$ cat config.mk
export PLATFORM = sky130hd
export DESIGN_NAME = vfdm_ctrl
export DESIGN_NICKNAME = d
export VERILOG_FILES = /design/src/verilog/vfdm_pkg.sv /design/src/verilog/vfdm_ctrl.sv
export VERILOG_INCLUDE_DIRS = /design/src /design/src/verilog
export SDC_FILE = /design/constraint.sdc
export NUM_CORES = 1
export LEC_CHECK = 0
export BUFFER_PORTS_ARGS = -buffer_cell sky130_fd_sc_hd__buf_2
export CAP_MARGIN = 40
export CORE_MARGIN = 2
export CORE_UTILIZATION = 55
export DETAILED_ROUTE_END_ITERATION = 12
export GPL_TIMING_DRIVEN = 0
export PLACE_DENSITY = 0.82
export SYNTH_ARGS = -nofsm -noshare
export SYNTH_HDL_FRONTEND = slang
export SYNTH_SLANG_ARGS = --single-unit
$ cat constraint.sdc
create_clock -name clk -period 2 [get_ports clk]
set_input_delay 0.2 -clock clk [delete_from_list [all_inputs] [get_ports clk]]
set_output_delay 0.2 -clock clk [all_outputs]
set_load 0.02 [all_outputs]
$ cat src/verilog/vfdm_defs.svh
// constants for the multiplexed vacuum-fluorescent display controller
// assumes a 100 MHz system clock and a nominal internal scan oscillator rate
//
// Function
// - with chip select low, shift clock and data are ignored entirely
// - shift register moves one place per shift-clock rising edge while selected
// - data is positive logic, sampled at the shift-clock rising edge
// - duty select high scans two grids, low scans three grids
// - role select high means master, low means slave
// - 32 anode lines are shared over the active grids
// - slave anode on-time follows the external brightness pulse
// - master ignores brightness input; internal 10-bit value sets pulse width
// - master ignores phase-sync inputs; slave takes them from a master
// - master drives its dimming pulse on the brightness pulse output
// - master drives two phase-sync outputs naming the active grid during its on-time, 00 while dark
// - grid strobes are active low
// - payload first, function code last; chip select fall loads latches
// - code 0 loads all grid latches, 1 to 3 one latch, 4 dimming
// - dimming value sent lsb first, on-time value/1024, capped at 1016
// - slave sync 00 none, 01/10/11 latch one/two/three; grid, sync and pulse outputs parked
`ifndef VFDM_DEFS_SVH
`define VFDM_DEFS_SVH

`define VFDM_CLK_MHZ        100
`define VFDM_OSC_KHZ        2000
`define VFDM_OSC_PER_BIT    4
`define VFDM_BIT_CYC        (`VFDM_OSC_PER_BIT * `VFDM_CLK_MHZ * 1000 / `VFDM_OSC_KHZ)
`define VFDM_PHASE_BITS     1024
`define VFDM_DIM_MAX        10'h3f8
`define VFDM_SR_W           35
`define VFDM_CODE_POS       32
`define VFDM_DIM_POS        22
`define VFDM_SR_RST         35'h0
`define VFDM_PAT_RST        32'h0
`define VFDM_DIM_RST        10'h0
`define VFDM_CODE_ALL       3'h0
`define VFDM_CODE_G1        3'h1
`define VFDM_CODE_G3        3'h3
`define VFDM_CODE_DIM       3'h4
`define VFDM_GRID_OFF       3'h7

`endif

$ cat src/verilog/vfdm_pkg.sv
// types shared by the display controller
// assumes vfdm_defs.svh is available on the include path
`default_nettype none

package vfdm_pkg;

   typedef struct packed {
      logic chip_select;
      logic shift_clock;
      logic serial_data;
   } vfdm_serial_type;

   typedef enum logic [2:0] {
      PH_G1 = 3'b001,
      PH_G2 = 3'b010,
      PH_G3 = 3'b100
   } vfdm_phase_type;

endpackage

`default_nettype wire

$ cat src/verilog/vfdm_ctrl.sv
// multiplexed display controller: serial loader, scan timer, dimming, master/slave
// assumes all pin inputs are asynchronous to clk and are slow against it
`timescale 1ns/1ps
`default_nettype none
`include "vfdm_defs.svh"

module vfdm_ctrl (
   // clock and reset
   input  wire logic                      clk,
   input  wire logic                      arst_n,
   // three-wire serial port
   input  wire vfdm_pkg::vfdm_serial_type serial_in,
   // configuration straps
   input  wire logic                      duty_select,
   input  wire logic                      role_select,
   // slave inputs from a master
   input  wire logic                      brightness_pulse_in,
   input  wire logic [1:0]                phase_sync_in,
   // display drive
   output logic [31:0]                    anode_drive_out,
   output logic [2:0]                     digit_strobe_out,
   // master outputs toward a slave
   output logic                           brightness_pulse_out,
   output logic [1:0]                     phase_sync_out
);

   // ------------------------------------------------------------
   // pin synchronisers
   // ------------------------------------------------------------
   localparam int PINS = 8;

   logic [PINS-1:0] pin_raw;
   logic [PINS-1:0] s1_ff;
   logic [PINS-1:0] s2_ff;
   logic [PINS-1:0] s3_ff;
   logic [PINS-1:0] flt_ff;
   logic [1:0]      flt_d_ff;

   assign pin_raw = {phase_sync_in, brightness_pulse_in, role_select, duty_select,
                     serial_in.serial_data, serial_in.shift_clock, serial_in.chip_select};

   always_ff @(posedge clk or negedge arst_n) begin
      if (!arst_n) begin
         s1_ff <= '0;
         s2_ff <= '0;
         s3_ff <= '0;
      end else begin
         s1_ff <= pin_raw;
         s2_ff <= s1_ff;
         s3_ff <= s2_ff;
      end
   end

   // a bit only moves once the last two stages agree, which rejects a lone glitch
   always_ff @(posedge clk or negedge arst_n) begin
      if (!arst_n) begin
         flt_ff   <= '0;
         flt_d_ff <= '0;
      end else begin
         for (int i = 0; i < PINS; i++) begin
            if (s2_ff[i] == s3_ff[i]) begin
               flt_ff[i] <= s3_ff[i];
            end
         end
         // only chip select and shift clock need edge detection
         flt_d_ff <= flt_ff[1:0];
      end
   end

   logic       cs_f;
   logic       sd_f;
   logic       duty_f;
   logic       role_f;
   logic       bp_f;
   logic [1:0] psync_f;
   logic       cs_rise;
   logic       cs_fall;
   logic       sclk_rise;

   assign cs_f      = flt_ff[0];
   assign sd_f      = flt_ff[2];
   assign duty_f    = flt_ff[3];
   assign role_f    = flt_ff[4];
   assign bp_f      = flt_ff[5];
   assign psync_f   = flt_ff[7:6];
   assign cs_rise   = flt_ff[0] & ~flt_d_ff[0];
   assign cs_fall   = ~flt_ff[0] & flt_d_ff[0];
   assign sclk_rise = flt_ff[1] & ~flt_d_ff[1];

   // ------------------------------------------------------------
   // serial shift register and load strobe
   // ------------------------------------------------------------
   logic [`VFDM_SR_W-1:0] shift_ff;
   logic [31:0]           latch_ff [3];
   logic [9:0]            dim_ff;
   logic [2:0]            code;

   assign code = shift_ff[`VFDM_SR_W-1:`VFDM_CODE_POS];

   // a fresh frame starts clean so a short dimming frame leaves no stale code bits
   always_ff @(posedge clk or negedge arst_n) begin
      if (!arst_n) begin
         shift_ff <= `VFDM_SR_RST;
      end else if (cs_rise) begin
         shift_ff <= `VFDM_SR_RST;
      end else if (cs_f && sclk_rise) begin
         shift_ff <= {sd_f, shift_ff[`VFDM_SR_W-1:1]};
      end
   end

   // latches load only on the falling chip select, never mid-frame
   always_ff @(posedge clk or negedge arst_n) begin
      if (!arst_n) begin
         for (int g = 0; g < 3; g++) begin
            latch_ff[g] <= `VFDM_PAT_RST;
         end
      end else if (cs_fall) begin
         for (int g = 0; g < 3; g++) begin
            if (code == `VFDM_CODE_ALL || code == 3'(g + 1)) begin
               latch_ff[g] <= shift_ff[31:0];
            end
         end
      end
   end

   always_ff @(posedge clk or negedge arst_n) begin
      if (!arst_n) begin
         dim_ff <= `VFDM_DIM_RST;
      end else if (cs_fall && code == `VFDM_CODE_DIM) begin
         dim_ff <= shift_ff[`VFDM_DIM_POS +: 10];
      end
   end

   // ------------------------------------------------------------
   // bit-time divider and grid scan
   // ------------------------------------------------------------
   localparam int          BIT_CYC = `VFDM_BIT_CYC;
   localparam logic [15:0] BIT_LAST = 16'(BIT_CYC - 1);

   logic [15:0]             div_ff;
   logic                    bit_tick;
   logic [9:0]              bit_cnt_ff;
   logic                    grid_end;
   vfdm_pkg::vfdm_phase_type phase_ff;
   vfdm_pkg::vfdm_phase_type nxt_phase;

   assign bit_tick = (div_ff == BIT_LAST);
   assign grid_end = bit_tick && (bit_cnt_ff == 10'(`VFDM_PHASE_BITS - 1));

   always_ff @(posedge clk or negedge arst_n) begin
      if (!arst_n) begin
         div_ff <= 16'h0;
      end else if (bit_tick) begin
         div_ff <= 16'h0;
      end else begin
         div_ff <= div_ff + 16'h1;
      end
   end

   always_ff @(posedge clk or negedge arst_n) begin
      if (!arst_n) begin
         bit_cnt_ff <= 10'h0;
      end else if (bit_tick) begin
         bit_cnt_ff <= bit_cnt_ff + 10'h1;
      end
   end

   // duty changes take effect at the end of grid two, never mid-phase
   always_comb begin
      nxt_phase = phase_ff;
      case (phase_ff)
         vfdm_pkg::PH_G1: nxt_phase = vfdm_pkg::PH_G2;
         vfdm_pkg::PH_G2: nxt_phase = duty_f ? vfdm_pkg::PH_G1 : vfdm_pkg::PH_G3;
         vfdm_pkg::PH_G3: nxt_phase = vfdm_pkg::PH_G1;
         default:         nxt_phase = vfdm_pkg::PH_G1;
      endcase
   end

   always_ff @(posedge clk or negedge arst_n) begin
      if (!arst_n) begin
         phase_ff <= vfdm_pkg::PH_G1;
      end else if (grid_end) begin
         phase_ff <= nxt_phase;
      end
   end

   // ------------------------------------------------------------
   // dimming window and output drive
   // ------------------------------------------------------------
   function automatic logic [9:0] dim_cap(input logic [9:0] v);
      dim_cap = (v > `VFDM_DIM_MAX) ? `VFDM_DIM_MAX : v;
   endfunction

   function automatic logic [1:0] grid_index(input logic [2:0] onehot);
      grid_index = onehot[2] ? 2'h2 : (onehot[1] ? 2'h1 : 2'h0);
   endfunction

   logic        lit;
   logic [1:0]  slv_idx;
   logic [31:0] nxt_anode;
   logic [2:0]  nxt_grid_n;
   logic        nxt_bright;
   logic [1:0]  nxt_sync;

   assign lit     = bit_cnt_ff < dim_cap(dim_ff);
   assign slv_idx = psync_f - 2'h1;

   always_comb begin
      nxt_anode  = 32'h0;
      nxt_grid_n = `VFDM_GRID_OFF;
      nxt_bright = 1'b0;
      nxt_sync   = 2'h0;
      if (role_f) begin
         if (lit) begin
            nxt_anode  = latch_ff[grid_index(phase_ff)];
            nxt_grid_n = ~phase_ff;
            nxt_bright = 1'b1;
            nxt_sync   = 2'(grid_index(phase_ff) + 2'h1);
         end
      end else if (psync_f != 2'h0 && bp_f) begin
         nxt_anode = latch_ff[slv_idx];
      end
   end

   always_ff @(posedge clk or negedge arst_n) begin
      if (!arst_n) begin
         anode_drive_out      <= 32'h0;
         digit_strobe_out     <= `VFDM_GRID_OFF;
         brightness_pulse_out <= 1'b0;
         phase_sync_out       <= 2'h0;
      end else begin
         anode_drive_out      <= nxt_anode;
         digit_strobe_out     <= nxt_grid_n;
         brightness_pulse_out <= nxt_bright;
         phase_sync_out       <= nxt_sync;
      end
   end
endmodule

`default_nettype wire

==> summary by stage <==
Global routing
The total overflow left after global routing is 0. The layer carrying the most global-route usage is met2. The number of global-route vias before repair came to 7178. The global-route wire length before repair is 36.53 mm. The met1 track utilization from global routing is 31.35%. The largest net degree at the start of global routing is 112. Global routing used 22.73% of the available tracks across all layers. For this run, global-route usage on met3 was measured as 3.206%. In the global route stage, met2 resource usage came out at 36.59%. The initial antenna violation count was 0.

Die
The total die area is 20080 um^2. The die is 141.7 um tall. The floorplan core area is 18640 um^2. The die width is 141.7 um. The initial standard-cell utilization of the core is 55.93%. The number of top-level pins is 48. The number of cell rows is 50.

Yosys
The post-synthesis cell count is 881. The async set-or-reset flop fraction in the synthesized netlist is 100.0%. The mean area per synthesized cell is 11.84 um^2. Synthesis inferred 242 register bits. The proportion of synthesized chip area in sequential cells is 58.12%. Yosys mapped a number of flops with a built-in enable equal to 0.

For this run, the leading register cell type out of synthesis is dfrtp_1. In this run, distinct cell masters in the synthesized netlist total 49. The yosys synthesis warning count is 0. When the netlist entered floorplanning its net count stood at 903. The synthesized netlist occupies a cell area of 10430 um^2.

Worst hold path
The tightest min-delay check is of the primary input to asynchronous set/reset pin type.

Placement
The placed standard-cell area is 11030 um^2. The final RePlAce weighted congestion is 0.7823. OpenSTA, run right after detailed placement, puts the worst setup slack at -1.033 ns. Once detailed placement completed, the half-perimeter wirelength came to 13.93 mm. Buffers placed on the I/O ports in this run total 47.

After detailed placement, the design holds a cell count of 1164.

Worst setup path
In this run the critical register-to-register path is captured at anode_drive_out[19]$_DFF_PN0_. The origin of the worst setup path is dim_ff[7]$_DFFE_PN0P_. In this design, the critical path's most frequently occurring cell is buf_12. The type of element launching the critical path is a register. By startpoint and endpoint, the worst setup path is classified as register to register. Traced cell by cell, the critical path runs through nand3_2 > or3_4 > nand2_4 > ha_4 > nand4_1 > or2_4 > o221a_4 > o21ai_4 > buf_12 > buf_12 > o22ai_1. The worst register-to-register path has a depth of 11.

Of all nets on the critical path, the largest fanout is 10. The delay of the slowest cell on the worst path is 0.41 ns. STA classifies the critical path endpoint as a register. The startpoint of the worst register-to-register path is dim_ff[7]$_DFFE_PN0P_.

The slowest cell on the critical path is or3_4. Data on the critical path arrives at its endpoint at 2.82 ns. The slack of the worst reg-to-reg path is -0.47 ns.

STA puts the critical path data required time at 2.35 ns.

Clock tree
The total clock buffers created by CTS is 25. TritonCTS built the clock tree. The H-tree depth reported by CTS is 1. Clock tree synthesis found a total of 242 sinks.

The cell at the root of the clock tree is clkbuf_16. The clock latency reported for the late side of the worst-skew pair is 0.51 ns. No sink is reached through more buffers than the 3 on the longest clock path. The clock transition at the register clock pins on the worst setup and hold paths after CTS is 0.06 ns.

STA
The final hold violation count is 0. Setup repair after global routing could not meet its margin everywhere. For the finished layout, the period the worst path requires is 2.467 ns. The transition at the pin with the smallest max-transition slack is 0.8052 ns. The setup skew after layout is 0.01114 ns. The relative max-transition margin is 46.32%. The share of the clock period used by the worst path is 123.3%. The final setup violation count is 38.

The worst slack on hold paths is 0.1964 ns. For this run, the top clock speed supported by timing is 405.4 MHz. Setup slack on the critical path of the routed design comes to -0.4669 ns. The number of pins with negative max-slew slack in the final report is 0.

Drt
The final wirelength is 23.01 mm. The ratio of routed vias to standard cells is 5.869. For this run, design rule violations remaining after detail routing come to 0. The detail route stage leaves a number of antenna-violating nets equal to 0. The total iterations of the first detailed-routing run is 5. For this block, the initial DRC count from the detailed router was 569.

The routed layout has 7201 vias. Dividing the detail-routed wire length by the instance count gives 18.75 um.

Final layout
The summed area of non-filler cells in the final layout is 12230 um^2. The final layout net count is 1000. The area growth from synthesis to layout is 17.33%. The number of antenna diodes in the final layout is 0.

In the layout the commonest cells are dfrtp_1, mux2_2, a21oi_1, nand2_1, nor2_1. The number of standard cells in the layout, taps in and fillers out is 1227. The most common cell after layout, fill and taps aside is dfrtp_1. Cells fill 65.62% of the core in the end.

In the final layout, the share of cells above drive strength 1 is 27.29%.

Run
The tool flagged a number of max-cap violations equal to 0.

Power and ir drop
The power density over the cells is 839.0 nW/um^2. The maximum vdd drop is 530.8 uV. Summed over all cells, the static leakage comes to 5.764 nW.

Run status
The final reports fail on setup timing. The flow ran to the end, but the final reports show violations.
-- layer usage --
layer,routed length (um),part of all wire [%]
met1,10230,44
met3,1120,4.9
met2,11000,48
met4,657,2.9
met5,0,0
-- state kept, by name, indices dropped and copies added (netlist names), 8 cells and up --
signal / cells
s3_ff: 8
shift_ff: 35
dim_ff: 10
anode_drive_out: 32
div_ff: 16
bit_cnt_ff: 10
flt_ff: 8
s1_ff: 8
s2_ff: 8
latch_ff: 96
-- where the power goes --
part           switching, mW  internal [mW]
registers             0.0411           4.95
clock network           1.87           2.66
logic                  0.501          0.249
total                   2.41           7.85
-- worst max-delay path by stage --
stage                                    end  slack, ns  cells past startpoint
2_1_floorplan  anode_drive_out[13]$_DFF_PN0_      -0.18                     10
3_3_place_gp    anode_drive_out[8]$_DFF_PN0_      -3.41                      1
3_5_place_dp   anode_drive_out[24]$_DFF_PN0_      -1.03                      8
4_1_cts        anode_drive_out[30]$_DFF_PN0_      -0.38                     11
5_1_grt        anode_drive_out[19]$_DFF_PN0_      -0.58                     11
6_report       anode_drive_out[19]$_DFF_PN0_      -0.47                     11
-- synth_stat cells (2+ instances only) --
cell,instances,area share (%)
buf_6,3,0.32
mux2i_1,64,6.1
o21ai_0,2,0.096
dfstp_2,4,1.0
nand2_1,87,3.1
o22ai_1,30,1.8
nand3_1,9,0.43
clkbuf_1,30,1.1
buf_2,16,0.77
dfrtp_1,238,57
and4_1,4,0.34
xnor2_1,15,1.3
nor2b_1,2,0.12
xor2_1,9,0.76
nand4_1,9,0.54
maj3_1,8,0.77
ha_1,12,1.4
a21oi_1,102,4.9
nor4_1,2,0.12
nor3_1,8,0.38
and3_1,3,0.18
mux2_2,106,11
o22ai_2,2,0.24
nor2_1,78,2.8
inv_1,14,0.50
-- through the flow --
stage | setup TNS [ns] | power [mW]
after global placement | -843.63 | 5.756
after detailed placement | -30.65 | 5.780
after CTS | -12.56 | 10.32
final | -15.75 | 10.26
after global routing | -20.43 | 10.58
after floorplan | -5.599 | 5.482
-- cell families after synthesis --
logic type | Yosys count | synth area share [%]
muxes | 171 | 17.70
buffers and inverters | 65 | 2.784
DFF | 242 | 58.12
adders and majority gates | 20 | 2.208
AOI/OAI and AO/OA | 142 | 7.656
xor gates and xnor gates | 24 | 2.016
and+or+nand+nor | 217 | 9.515
-- timing repair --
item / 4_1_cts / 5_1_grt
hold buffers: 9 / 0
gates resized for setup: 29 / 16
cloned: 1 / 1
pin swaps: 1 / 2
setup endpoints to repair: 98 / 46
hold endpoints to repair: 67 / 0
buffers inserted: 7 / 4
-- critical path, delay by kind of cell, from the launching register on --
family	cells	cell delay, ns
buffers and inverters	2	0.32
AO/OA/AOI/OAI	3	0.45
AND/OR/NAND/NOR	5	1.01
flip-flops	1	0.40
adder cells (fa/ha/maj)	1	0.12
-- final cells by class --
cell class              instances  area (um^2)
clock inverters                11        117.6
plain buffers                  49        277.8
well taps                     234        292.8
multi-input cells             574         4223
clock buffers                  31        678.2
repair buffers                 71        525.5
fillers                      1316         6409
flip-flops and latches        242         6062
inverters                      15        57.56
Power figures use the tool's default switching activity.
